$ cat src/csm_pkg.sv
// Package with register map, field layout and types for the serial channel.
package csm_pkg;

  // Register byte offsets on the AHB-Lite slave.
  localparam logic [7:0] CSM_OFF_GATE   = 8'h00; // Unit clock gate.
  localparam logic [7:0] CSM_OFF_MODE   = 8'h04; // Interrupt source mode.
  localparam logic [7:0] CSM_OFF_CTRL   = 8'h08; // Phase, polarity, order.
  localparam logic [7:0] CSM_OFF_RATE   = 8'h0c; // Prescaler and divider.
  localparam logic [7:0] CSM_OFF_DATA   = 8'h10; // Transmit data buffer.
  localparam logic [7:0] CSM_OFF_STAT   = 8'h14; // Buffer full and busy.
  localparam logic [7:0] CSM_OFF_START  = 8'h18; // Start trigger.
  localparam logic [7:0] CSM_OFF_STOP   = 8'h1c; // Stop trigger.
  localparam logic [7:0] CSM_OFF_ENST   = 8'h20; // Enable status.
  localparam logic [7:0] CSM_OFF_OUTEN  = 8'h24; // Serial output enable.
  localparam logic [7:0] CSM_OFF_LEVEL  = 8'h28; // Pin levels when stopped.
  localparam logic [7:0] CSM_OFF_IRQST  = 8'h2c; // Sticky event status.
  localparam logic [7:0] CSM_OFF_IRQMSK = 8'h30; // Event mask.

  // Field positions.
  localparam int CSM_CTRL_DAP  = 0;  // Data phase select.
  localparam int CSM_CTRL_CKP  = 1;  // Clock polarity select.
  localparam int CSM_CTRL_LSB  = 2;  // 1: least significant bit first.
  localparam int CSM_CTRL_LEN7 = 3;  // 1: seven-bit frames.
  localparam int CSM_RATE_PS   = 0;  // Prescaler exponent, low bit.
  localparam int CSM_RATE_DIV  = 8;  // Channel divider, low bit.
  localparam int CSM_STAT_BFF  = 0;  // Buffer full flag.
  localparam int CSM_STAT_BUSY = 1;  // Transfer in progress.
  localparam int CSM_LVL_SO    = 0;  // Data output level bit.
  localparam int CSM_LVL_CKO   = 8;  // Clock output level bit.
  localparam int CSM_IRQ_TEND  = 0;  // Transfer end event.
  localparam int CSM_IRQ_BEMP  = 1;  // Buffer empty event.

  // Reset values and frame lengths.
  localparam logic [31:0] CSM_LEVEL_RST = 32'h0000_0101;
  localparam logic [3:0]  CSM_CTRL_RST  = 4'h0;
  localparam logic [3:0]  CSM_LEN8      = 4'h8;
  localparam logic [3:0]  CSM_LEN7      = 4'h7;

  // Shift engine states.
  typedef enum logic [2:0]
  {
    CSM_IDLE  = 3'b001,
    CSM_LEAD  = 3'b010,
    CSM_SHIFT = 3'b100
  } csm_state_e;

  // Serial pin group driven to the slave.
  typedef struct packed
  {
    logic sck;
    logic so;
  } csm_pins_s;

endpackage : csm_pkg

$ cat src/csm_channel.sv
// Master transmit serial channel with AHB-Lite register access.
//
// Our own choices: the AHB-Lite slave port and the register addresses.
`timescale 1ns/1ps
module csm_channel
  import csm_pkg::*;
#(
  parameter int PS_W  = 4,  // Prescaler exponent width.
  parameter int DIV_W = 7   // Channel divider width.
)
(
  input  wire logic            hclk,      // Operation clock.
  input  wire logic            hresetn,   // Asynchronous reset, active low.
  input  wire logic            hsel,      // Slave select.
  input  wire logic [31:0]     haddr,     // Byte address.
  input  wire logic [1:0]      htrans,    // Transfer type.
  input  wire logic            hwrite,    // Write when high.
  input  wire logic [2:0]      hsize,     // Transfer size.
  input  wire logic            hready,    // Bus ready in.
  input  wire logic [31:0]     hwdata,    // Write data.
  output logic      [31:0]     hrdata,    // Read data.
  output logic                 hreadyout, // Slave ready.
  output logic                 hresp,     // Always OKAY.
  output csm_pkg::csm_pins_s   pins,      // Serial clock and data pins.
  output logic                 irq        // Channel interrupt, level.
);

  localparam int HP_W = DIV_W + 1 + (1 << PS_W) - 1;

  // Bus phase capture.
  logic        wr_pend_reg;
  logic        rd_pend_reg;
  logic [7:0]  addr_reg;
  logic        acc;
  logic        wr;

  // Registers.
  logic              gate_reg;
  logic              mode_reg;
  logic [3:0]        ctrl_reg;
  logic [PS_W-1:0]   ps_reg;
  logic [DIV_W-1:0]  div_reg;
  logic [7:0]        buf_reg;
  logic              bff_reg;
  logic              en_reg;
  logic              soe_reg;
  logic              so_lvl_reg;
  logic              cko_lvl_reg;
  logic [1:0]        irq_st_reg;
  logic [1:0]        irq_msk_reg;
  logic [31:0]       rd_next;

  // Shift engine.
  csm_state_e        state_reg;
  logic [7:0]        sh_reg;
  logic [4:0]        step_reg;
  logic [HP_W-1:0]   cnt_reg;
  logic [HP_W-1:0]   hp_len;
  logic              sck_reg;
  logic              so_reg;
  logic              tick;
  logic              load;
  logic              frame_end;
  logic [4:0]        nstep;
  logic [4:0]        last_step;
  logic [3:0]        flen;
  logic              dap;
  logic              ckp;

  // Picks the bit for position i of a frame in the selected order.
  function automatic logic bit_at(input logic [7:0] d, input logic [3:0] i,
                                  input logic lsb, input logic [3:0] len);
    logic [3:0] k;
    k = lsb ? i : 4'(len - 4'h1 - i);
    return d[k[2:0]];
  endfunction : bit_at

  // Decodes a data-phase write to one register offset.
  function automatic logic wr_hit(input logic p, input logic [7:0] a,
                                  input logic [7:0] off);
    return p && (a == off);
  endfunction : wr_hit

  // Address phase acceptance; the slave never inserts wait states.
  assign acc       = hsel && htrans[1] && hready;
  assign hreadyout = 1'b1;
  assign hresp     = 1'b0;

  // Frame configuration decoded from the control register.
  assign dap       = ctrl_reg[CSM_CTRL_DAP];
  assign ckp       = ctrl_reg[CSM_CTRL_CKP];
  assign flen      = ctrl_reg[CSM_CTRL_LEN7] ? CSM_LEN7 : CSM_LEN8;
  assign last_step = 5'({flen, 1'b0} - 5'd1);
  assign nstep     = 5'(step_reg + 5'd1);

  // Half period is (divider + 1) times two to the prescaler exponent.
  assign hp_len = HP_W'((HP_W'(div_reg) + HP_W'(1)) << ps_reg);
  assign tick   = (state_reg != CSM_IDLE) && (cnt_reg == '0);
  assign load   = en_reg && bff_reg && (state_reg == CSM_IDLE);
  assign frame_end = (state_reg == CSM_SHIFT) && tick
                     && (step_reg == last_step);
  assign wr     = wr_pend_reg && gate_reg;

  // Captures the address phase for the following data phase.
  always_ff @(posedge hclk or negedge hresetn)
  begin
    if (!hresetn)
    begin
      wr_pend_reg <= 1'b0;
      rd_pend_reg <= 1'b0;
      addr_reg    <= 8'h00;
    end
    else
    begin
      wr_pend_reg <= acc && hwrite;
      rd_pend_reg <= acc && !hwrite;
      if (acc)
        addr_reg <= haddr[7:0];
    end
  end

  // Unit clock gate is always writable.
  always_ff @(posedge hclk or negedge hresetn)
  begin
    if (!hresetn)
      gate_reg <= 1'b0;
    else if (wr_hit(wr_pend_reg, addr_reg, CSM_OFF_GATE))
      gate_reg <= hwdata[0];
  end

  // Configuration registers; a closed gate holds them at reset values.
  always_ff @(posedge hclk or negedge hresetn)
  begin
    if (!hresetn)
    begin
      mode_reg    <= 1'b0;
      ctrl_reg    <= CSM_CTRL_RST;
      ps_reg      <= '0;
      div_reg     <= '0;
      soe_reg     <= 1'b0;
      irq_msk_reg <= 2'h0;
    end
    else if (!gate_reg)
    begin
      mode_reg    <= 1'b0;
      ctrl_reg    <= CSM_CTRL_RST;
      ps_reg      <= '0;
      div_reg     <= '0;
      soe_reg     <= 1'b0;
      irq_msk_reg <= 2'h0;
    end
    else
    begin
      if (wr_hit(wr, addr_reg, CSM_OFF_MODE))
        mode_reg <= hwdata[0];
      if (wr_hit(wr, addr_reg, CSM_OFF_CTRL))
        ctrl_reg <= hwdata[3:0];
      if (wr_hit(wr, addr_reg, CSM_OFF_RATE))
      begin
        ps_reg  <= hwdata[CSM_RATE_PS +: PS_W];
        div_reg <= hwdata[CSM_RATE_DIV +: DIV_W];
      end
      if (wr_hit(wr, addr_reg, CSM_OFF_OUTEN))
        soe_reg <= hwdata[0];
      if (wr_hit(wr, addr_reg, CSM_OFF_IRQMSK))
        irq_msk_reg <= hwdata[1:0];
    end
  end

  // Start and stop triggers; the stop bit never stores, so it reads 0.
  always_ff @(posedge hclk or negedge hresetn)
  begin
    if (!hresetn)
      en_reg <= 1'b0;
    else if (!gate_reg)
      en_reg <= 1'b0;
    else if (wr_hit(wr, addr_reg, CSM_OFF_STOP) && hwdata[0])
      en_reg <= 1'b0;
    else if (wr_hit(wr, addr_reg, CSM_OFF_START) && hwdata[0])
      en_reg <= 1'b1;
  end

  // Pin levels used while stopped, the data level also while running with output enable clear; writes while running are ignored.
  always_ff @(posedge hclk or negedge hresetn)
  begin
    if (!hresetn)
    begin
      so_lvl_reg  <= CSM_LEVEL_RST[CSM_LVL_SO];
      cko_lvl_reg <= CSM_LEVEL_RST[CSM_LVL_CKO];
    end
    else if (!gate_reg)
    begin
      so_lvl_reg  <= CSM_LEVEL_RST[CSM_LVL_SO];
      cko_lvl_reg <= CSM_LEVEL_RST[CSM_LVL_CKO];
    end
    else if (wr_hit(wr, addr_reg, CSM_OFF_LEVEL) && !en_reg)
    begin
      so_lvl_reg  <= hwdata[CSM_LVL_SO];
      cko_lvl_reg <= hwdata[CSM_LVL_CKO];
    end
  end

  // Transmit buffer; a write while full replaces the pending word.
  always_ff @(posedge hclk or negedge hresetn)
  begin
    if (!hresetn)
    begin
      buf_reg <= 8'h00;
      bff_reg <= 1'b0;
    end
    else if (!gate_reg)
    begin
      buf_reg <= 8'h00;
      bff_reg <= 1'b0;
    end
    else if (wr_hit(wr, addr_reg, CSM_OFF_DATA))
    begin
      buf_reg <= hwdata[7:0];
      bff_reg <= 1'b1;
    end
    else if (load)
      bff_reg <= 1'b0;
  end

  // Shift engine: lead half period when the data phase bit is set, then two half periods per bit.
  always_ff @(posedge hclk or negedge hresetn)
  begin
    if (!hresetn)
    begin
      state_reg <= CSM_IDLE;
      sh_reg    <= 8'h00;
      step_reg  <= 5'd0;
      cnt_reg   <= '0;
      sck_reg   <= 1'b1;
      so_reg    <= 1'b1;
    end
    else if (!en_reg)
    begin
      state_reg <= CSM_IDLE;
      step_reg  <= 5'd0;
      sck_reg   <= !ckp;
    end
    else if (load)
    begin
      sh_reg   <= buf_reg;
      cnt_reg  <= HP_W'(hp_len - HP_W'(1));
      step_reg <= 5'd0;
      so_reg   <= bit_at(buf_reg, 4'h0, ctrl_reg[CSM_CTRL_LSB], flen);
      if (dap)
      begin
        state_reg <= CSM_LEAD;
        sck_reg   <= !ckp;
      end
      else
      begin
        state_reg <= CSM_SHIFT;
        sck_reg   <= ckp;
      end
    end
    else if (tick)
    begin
      cnt_reg <= HP_W'(hp_len - HP_W'(1));
      unique case (state_reg)
        CSM_LEAD:
        begin
          state_reg <= CSM_SHIFT;
          sck_reg   <= ckp;
        end
        CSM_SHIFT:
        begin
          if (step_reg == last_step)
          begin
            state_reg <= CSM_IDLE;
            sck_reg   <= !ckp;
          end
          else
          begin
            step_reg <= nstep;
            sck_reg  <= nstep[0] ? !ckp : ckp;
            if (!nstep[0] && !dap)
              so_reg <= bit_at(sh_reg, 4'(nstep[4:1]),
                               ctrl_reg[CSM_CTRL_LSB], flen);
            else if (nstep[0] && dap && (nstep != last_step))
              so_reg <= bit_at(sh_reg, 4'(nstep[4:1] + 4'h1),
                               ctrl_reg[CSM_CTRL_LSB], flen);
          end
        end
        default:
          state_reg <= CSM_IDLE;
      endcase
    end
    else if (state_reg != CSM_IDLE)
      cnt_reg <= HP_W'(cnt_reg - HP_W'(1));
    else
      sck_reg <= !ckp;
  end

  // Sticky events; a set in the cycle of the clearing read wins.
  always_ff @(posedge hclk or negedge hresetn)
  begin
    if (!hresetn)
      irq_st_reg <= 2'h0;
    else if (!gate_reg)
      irq_st_reg <= 2'h0;
    else
    begin
      if (acc && !hwrite && (haddr[7:0] == CSM_OFF_IRQST))
        irq_st_reg <= 2'h0;
      if (frame_end && !mode_reg)
        irq_st_reg[CSM_IRQ_TEND] <= 1'b1;
      if (load && mode_reg)
        irq_st_reg[CSM_IRQ_BEMP] <= 1'b1;
    end
  end

  // Interrupt level from unmasked status.
  always_ff @(posedge hclk or negedge hresetn)
  begin
    if (!hresetn)
      irq <= 1'b0;
    else
      irq <= |(irq_st_reg & irq_msk_reg);
  end

  // Read data mux; unmapped offsets and a closed gate read zero.
  always_comb
  begin
    rd_next = 32'h0000_0000;
    if (haddr[7:0] == CSM_OFF_GATE)
      rd_next[0] = gate_reg;
    else if (gate_reg)
    begin
      unique case (haddr[7:0])
        CSM_OFF_MODE:   rd_next[0] = mode_reg;
        CSM_OFF_CTRL:   rd_next[3:0] = ctrl_reg;
        CSM_OFF_RATE:
        begin
          rd_next[CSM_RATE_PS +: PS_W]   = ps_reg;
          rd_next[CSM_RATE_DIV +: DIV_W] = div_reg;
        end
        CSM_OFF_DATA:   rd_next[7:0] = buf_reg;
        CSM_OFF_STAT:
        begin
          rd_next[CSM_STAT_BFF]  = bff_reg;
          rd_next[CSM_STAT_BUSY] = bff_reg || (state_reg != CSM_IDLE);
        end
        CSM_OFF_ENST:   rd_next[0] = en_reg;
        CSM_OFF_OUTEN:  rd_next[0] = soe_reg;
        CSM_OFF_LEVEL:
        begin
          rd_next[CSM_LVL_SO]  = so_lvl_reg;
          rd_next[CSM_LVL_CKO] = cko_lvl_reg;
        end
        CSM_OFF_IRQST:  rd_next[1:0] = irq_st_reg;
        CSM_OFF_IRQMSK: rd_next[1:0] = irq_msk_reg;
        default:        rd_next = 32'h0000_0000;
      endcase
    end
  end

  // Read data is registered at the address phase.
  always_ff @(posedge hclk or negedge hresetn)
  begin
    if (!hresetn)
      hrdata <= 32'h0000_0000;
    else if (acc && !hwrite)
      hrdata <= rd_next;
  end

  // Pin drivers: engine while running (data pin only with output enable set), software levels otherwise.
  always_ff @(posedge hclk or negedge hresetn)
  begin
    if (!hresetn)
    begin
      pins.sck <= 1'b1;
      pins.so  <= 1'b1;
    end
    else
    begin
      pins.sck <= en_reg ? sck_reg : cko_lvl_reg;
      pins.so  <= (en_reg && soe_reg) ? so_reg : so_lvl_reg;
    end
  end

endmodule : csm_channel

$ cat config.mk
export PLATFORM = sky130hd
export DESIGN_NAME = csm_channel
export DESIGN_NICKNAME = d
export VERILOG_FILES = /design/src/csm_pkg.sv /design/src/csm_channel.sv
export SDC_FILE = /design/constraint.sdc
export NUM_CORES = 1
export LEC_CHECK = 0
export BUFFER_PORTS_ARGS = -buffer_cell sky130_fd_sc_hd__buf_2
export CORE_AREA = 2 2 128 130
export DETAILED_ROUTE_END_ITERATION = 8
export DIE_AREA = 0 0 130 132
export GPL_TIMING_DRIVEN = 0
export SYNTH_ARGS = -nofsm -noshare
export SYNTH_HDL_FRONTEND = slang
export SYNTH_SLANG_ARGS = --single-unit
$ cat constraint.sdc
create_clock -name hclk -period 6.6 [get_ports hclk]
set_clock_uncertainty 0.1 [all_clocks]
set_input_delay 0.33 -clock hclk [delete_from_list [all_inputs] [get_ports hclk]]
set_output_delay 0.33 -clock hclk [all_outputs]
set_load 0.01 [all_outputs]
==> results of run 1 <==
[metrics by stage]
step | worst slack [ns] | hold slack (ns) | util | total power, W
6_report | 3.03 | 0.0734 | 0.500 | 0.00131
5_1_grt | 2.77 | 0.0866 | 0.500 | 0.00136
4_1_cts | 3.07 | 0.0645 | 0.500 | 0.00132
3_5_place_dp | 3.10 | 0.293 | 0.479 | 0.000738
3_3_place_gp | 3.21 | 0.371 | 0.477 | 0.000734
2_1_floorplan | 3.67 | -0.0656 | - | 0.000700
[synth_stat cells (5+ instances only)]
library cell,instances
nand2_1,103
ha_1,9
o211ai_1,5
nand4_1,8
mux2_2,14
inv_1,24
a31oi_1,7
o21ai_1,22
mux2i_1,30
buf_6,7
a22o_1,17
nor2_1,50
a21oi_1,39
o31ai_1,5
xor2_1,21
buf_4,23
buf_1,5
nor2b_1,27
nor4_1,11
dfstp_2,7
nor3_1,19
dfrtp_1,95
a22oi_1,6
a211oi_1,11
xnor2_1,12
clkbuf_1,21
nor3b_1,10
nand3_1,30
o21ai_0,39
or3_1,6
nand2b_1,11
or2_2,5
[final timing paths]
check	slack (ns)	end
worst max-delay path	3.03	cnt_reg[18]
worst min-delay path	0.07	div_reg[5]
worst max register to register	3.03	cnt_reg[18]
worst min register to register	0.40	sh_reg[5]
max in group asynchronous	5.23	cko_lvl_reg
min in group asynchronous	0.44	sh_reg[6]
[logic make-up after synthesis]
group	after synthesis	synth area share
DFF	102	0.369
adders and majority gates	9	0.0162
xor gates and xnor gates	33	0.0416
and+or+nand+nor	315	0.238
other	2	0.00108
muxes	46	0.0724
buffers and inverters	87	0.0704
AOI/OAI and AO/OA	193	0.192
[report_power, final]
group | internal (W) | leakage (nW) | switching, W
Sequential | 0.000635 | 1.38 | 0.0000101
Combinational | 0.0000329 | 1.87 | 0.0000476
Clock | 0.000308 | 0.158 | 0.000277
Total | 0.000976 | 3.41 | 0.000335
[worst max-delay path, stage by stage (launching register included)]
cell      delay (ns)
dfrtp_1         0.46
ha_1            0.18
clkbuf_1        0.28
xor2_1          0.22
o221ai_1        0.51
mux2_2          0.28
nor2_1          0.05
a211oi_1        0.42
nand4_2         0.27
nor3b_1         0.32
xor2_1          0.23
a21oi_1         0.09
[per-layer routing]
layer	global-route usage	up-vias
li1	-	2961
met1	0.313	2932
met2	0.339	160
met3	0.0373	23
met4	0.0699	0
met5	0	-
[layout make-up]
class / count / area (um2) / area share
multi-input cells: 615 / 3960 / 0.504
flip-flops and latches: 102 / 2560 / 0.326
plain buffers: 61 / 392 / 0.0498
well taps: 216 / 270 / 0.0344
repair buffers: 46 / 260 / 0.0331
clock buffers: 9 / 225 / 0.0287
inverters: 26 / 97.6 / 0.0124
clock inverters: 7 / 92.6 / 0.0118
[what timing repair did]
action | in CTS | in global routing
hold buffers | 1 | 0
endpoints found under the hold margin | 43 | 0
endpoints found under the setup margin | 0 | 0
==> run_results.csv, run 1 <==
group,metric,value,unit
final_layout,largest_reg_flops,23,
detailed_routing,wl_per_cell,16.9,um
setup_path,worstPathMaxFanout,8,
place,dpl_cell_area,7530,um2
floorplanning,die_h,132,um
detailed_routing,vias,6076,
global_route,grt_max_degree,57,
hold_path,hp-start,"hwdata[13]",
floorplanning,io_pins,111,
clocking,cts_resized,0,
setup_path,r2r_start,"div_reg[1]",
final_layout,area_growth,13.1,%
final_layout,diodes,0,
hold_path,hold_depth,3,
sta,rsz0062_at_grt,"no",
floorplanning,die_w,130,um
clocking,cts_max_level,3,
setup_path,end_kind,"flop",
power_and_ir_drop,p_leak,3.41,nW
power_and_ir_drop,irDropWorstVdd,0.000119,V
setup_path,crit_start,"div_reg[1]",
logic_synthesis,synthArstFlopShare,1.00,
setup_path,cp.required,6.74,ns
logic_synthesis,synth_cell_types,87,
final_layout,final_common_cell,"nand2_1",
clocking,clk_latency,0.36,ns
sta,setup_tns,0,ns
run,cap_violations,0,
sta,min_period_over_period,0.540,
final_layout,stdcell_count,1082,
final_layout,final_cell_mix,"nand2_1 (103), dfrtp_1 (95), nor2_1 (50)",
floorplanning,coreArea,15700,um2
clocking,clock-root-buffer,"clkbuf_16",
final_layout,fill_cells,1468,
setup_path,critPathArrivalTime,3.70,ns
clocking,clockBufferDepth,2,
outcome,status,"finished, final reports clean",
place,io_buffers,44,
sta,min_period,3.57,ns
logic_synthesis,syn_area,6950,um2
global_route,first_global_vias,5663,
clocking,post-cts-setup-buffers,0,
detailed_routing,top_layer_used,"met4",
logic_synthesis,avgSynthCellArea,8.83,um2
detailed_routing,wl_met1,8780,um
hold_path,min_path_type,"input pin to flop",
detailed_routing,drt-pass1-iter-count,5,
global_route,grt_pass1_wl,29900,um
sta,relSlewSlack,0.422,
global_route,overflow,0,
sta,drv_slew,0,
floorplanning,dieArea,17200,um2
global_route,track_usage,0.219,
final_layout,drive_above_1_share,0.179,
logic_synthesis,ys_ff_latch,102,
sta,max_freq,0.280,GHz
sta,finalSetupViolCount,0,
final_layout,layout.nets,944,
sta,worst_pin_slew,0.855,ns
floorplanning,rows,46,
clocking,cts_buffers,9,
logic_synthesis,seq_area_frac_synth,0.369,
power_and_ir_drop,power.density,167,nW/um2
detailed_routing,drc_errors,0,
setup_path,start_kind,"flop",
logic_synthesis,synth_top_area_frac,0.342,
logic_synthesis,synthTopCellsByArea,"dfrtp_1 (34%), nand2_1 (5.6%), mux2i_1 (4.3%)",
clocking,cts.clk_slew.worst_paths,0.08,ns
detailed_routing,drtIter0Drc,509,
logic_synthesis,synth_edf_count,0,
detailed_routing,routed-wl-met3,731,um
detailed_routing,finalWirelength,18300,um
detailed_routing,wl_met2,8450,um
logic_synthesis,syn_inst,787,
place,place.gp.congestion,0.963,
logic_synthesis,yosys_warnings,0,
clocking,cts_tree,"yes",
detailed_routing,drt.antenna.violating_nets,0,
detailed_routing,avgViaCountPerCell,5.62,
global_route,antenna_found_initial,0,
floorplanning,initial_utilization,0.442,
final_layout,design_area,7860,um2
logic_synthesis,synthFlopType,"dfrtp_1",
setup_path,worstSetupPathType,"flop to flop",
sta,hold_viol_final,0,
setup_path,reg2reg_depth,11,
place,dp.cells,1065,
place,hpwl,13800,um
logic_synthesis,synth_top_cell_by_area,"dfrtp_1",
clocking,cts.sinks,102,
Power figures use the tool's default switching activity.
==> inputs of run 2 (changes only) <==
==> constraint.sdc (replaced) <==
create_clock -name hclk -period 3.3 [get_ports hclk]
set_clock_uncertainty 0.1 [all_clocks]
set_input_delay 0.165 -clock hclk [delete_from_list [all_inputs] [get_ports hclk]]
set_output_delay 0.165 -clock hclk [all_outputs]
set_load 0.01 [all_outputs]
==> run 2 against run 1 <==
Combinational power increased by 120%. Die area unchanged. Register-to-register slack got worse by 2.9 ns. Global-route usage increased by 0.28 points. Critical path depth decreased by 1. First-iteration DRC count increased by 12%. Total power increased by 100%. Routed wire length increased by 3.6%. Final cell count increased by 2.2%. Count of clock-buffer cells in the layout unchanged. Non-clock buffer count increased by 23.
==> run_results.csv, run 2 (same netlist as run 1, synthesis figures left out) <==
group,metric,value,unit
final_layout,diodes,0,
place,place.gp.congestion,0.963,
floorplanning,die_h,132,um
power_and_ir_drop,power_frac_clock,0.444,
sta,worst_pin_slew,0.984,ns
clocking,cts.sinks,102,
clocking,clock-root-buffer,"clkbuf_16",
setup_path,slowest_stage,"or4_4",
power_and_ir_drop,p_leak,3.54,nW
detailed_routing,drt.antenna.violating_nets,0,
clocking,cts.clk_slew.worst_paths,0.08,ns
final_layout,final_cell_mix,"nand2_1 (103), dfrtp_1 (94), nor2_1 (50)",
power_and_ir_drop,switching_share,0.256,
detailed_routing,wl_per_cell,17.1,um
global_route,grt_max_degree,57,
place,io_buffers,44,
floorplanning,rows,46,
final_layout,layout.nets,968,
floorplanning,coreArea,15700,um2
clocking,cts_buffers,9,
final_layout,final_common_cell,"nand2_1",
sta,finalSetupViolCount,0,
power_and_ir_drop,p_int,0.00196,W
setup_path,worstPathMaxFanout,10,
power_and_ir_drop,design_power_total,0.00264,W
clocking,cts_max_level,3,
sta,drv_slew,0,
sta,hold_viol_final,0,
setup_path,cp.required,3.44,ns
final_layout,drive_above_1_share,0.198,
setup_path,r2r_end,"cnt_reg[18]",
detailed_routing,vias,6241,
sta,relSlewSlack,0.343,
hold_path,hp-start,"hwdata[2]",
hold_path,min_delay_worst_endpoint,"buf_reg[2]",
power_and_ir_drop,pwr-share-comb,0.067,
sta,min_period_over_period,0.951,
hold_path,hold_depth,3,
floorplanning,io_pins,111,
setup_path,rrSetupSlack,0.16,ns
final_layout,largest_reg_flops,23,
setup_path,reg2reg_depth,10,
setup_path,end_kind,"flop",
sta,min_period,3.14,ns
detailed_routing,drc_errors,0,
power_and_ir_drop,power.density,321,nW/um2
hold_path,min_path_type,"input pin to flop",
global_route,first_global_vias,5777,
detailed_routing,drtIter0Drc,571,
setup_path,path_cells,"clkbuf_4, nand2_1, or4_4, nand4_1, a211oi_1, a21oi_1, nand4_4, nor3b_2, xor2_1, a21oi_1",
global_route,track_usage,0.222,
detailed_routing,drt-pass1-iter-count,7,
detailed_routing,avgViaCountPerCell,5.64,
power_and_ir_drop,irDropWorstVdd,0.000241,V
power_and_ir_drop,power_switching,0.000674,W
outcome,status,"finished, final reports clean",
sta,setup_tns,0,ns
power_and_ir_drop,pwr-share-seq,0.489,
sta,max_freq,0.319,GHz
final_layout,area_growth,18.4,%
setup_path,worstSetupPathType,"flop to flop",
setup_path,critical-path-top-delay-family,"simple AND/OR/NAND/NOR gates",
floorplanning,dieArea,17200,um2
floorplanning,initial_utilization,0.442,
setup_path,cp_num_buf_inv,1,
setup_path,r2r_start,"div_reg[0]",
global_route,overflow,0,
global_route,grt_pass1_wl,30300,um
setup_path,cp_slowest_stage_delay,0.47,ns
global_route,antenna_found_initial,0,
run,cap_violations,0,
setup_path,path_depth,10,
place,hpwl,13800,um
setup_path,cp_common_cell,"a21oi_1",
detailed_routing,finalWirelength,18900,um
clocking,cts_tree,"yes",
floorplanning,die_w,130,um
clocking,clk_latency,0.37,ns
clocking,clockBufferDepth,2,
final_layout,stdcell_count,1106,
final_layout,utilization,0.523,
setup_path,critPathArrivalTime,3.28,ns
setup_path,start_kind,"flop",
place,dp.cells,1065,
run 2: how the worst max path moves through the flow:
stage / endpoint / start / slack (ns)
floorplan: cnt_reg[18] / div_reg[1] / 0.37
global placement: cnt_reg[18] / div_reg[1] / -0.09
detailed placement: cnt_reg[18] / div_reg[1] / -0.20
CTS: so_reg / step_reg[0] / 0.01
global route: cnt_reg[18] / div_reg[0] / -0.01
finish: cnt_reg[18] / div_reg[0] / 0.16
run 2: stage by stage:
| step | setup slack (ns) | hold WS (ns) | area [um2] |
|---|---|---|---|
| 2_1_floorplan | 0.365 | -0.231 | 7010 |
| 3_3_place_gp | -0.0913 | 0.271 | 7500 |
| 3_5_place_dp | -0.203 | 0.128 | 7530 |
| 4_1_cts | 0.0103 | 0.0267 | 8060 |
| 5_1_grt | -0.0118 | 0.0502 | 8220 |
| 6_report | 0.163 | 0.0336 | 8220 |
run 2: final cells by class:
class                      instances  area [um2]
clock buffer                       9         225
inverter                          26        97.6
buffer                            60         392
fill                            1429        7490
timing repair buffer              70         480
sequential                       102        2560
clock inverter                     7        92.6
multi-input combinational        616        4100
tap                              216         270
run 2: tightest hold or removal path: cells and delay by family:
kind | cells | cell delay, ns
buffers and inverters | 1 | 0.12
and+or+nand+nor | 1 | 0.10
muxes | 1 | 0.07
run 2: what timing repair did:
action / 4_1_cts / 5_1_grt
gates resized for setup: 6 / 18
setup buffers: 0 / 6
hold endpoints to repair: 61 / 0
pin swaps: 0 / 4
hold buffers: 18 / 0
endpoints found under the setup margin: 13 / 26
cloned: 0 / 2
run 2: power groups by stage:
stage                     clock network, W  logic (W)  registers [W]
after global placement                   0   0.000154        0.00131
after detailed placement                 0   0.000161        0.00131
after CTS                          0.00119   0.000178        0.00129
after floorplan                          0  0.0000915        0.00131
final                              0.00117   0.000177        0.00129
after global routing               0.00125   0.000197        0.00129
run 2: metal layers:
| metal | vias to the layer above | wire length (um) | GRT usage |
|---|---|---|---|
| li1 | 3013 | - | - |
| met3 | 29 | 818 | 0.0361 |
| met1 | 2998 | 8830 | 0.315 |
| met4 | 0 | 307 | 0.0693 |
| met5 | - | 0 | 0 |
| met2 | 201 | 8950 | 0.348 |
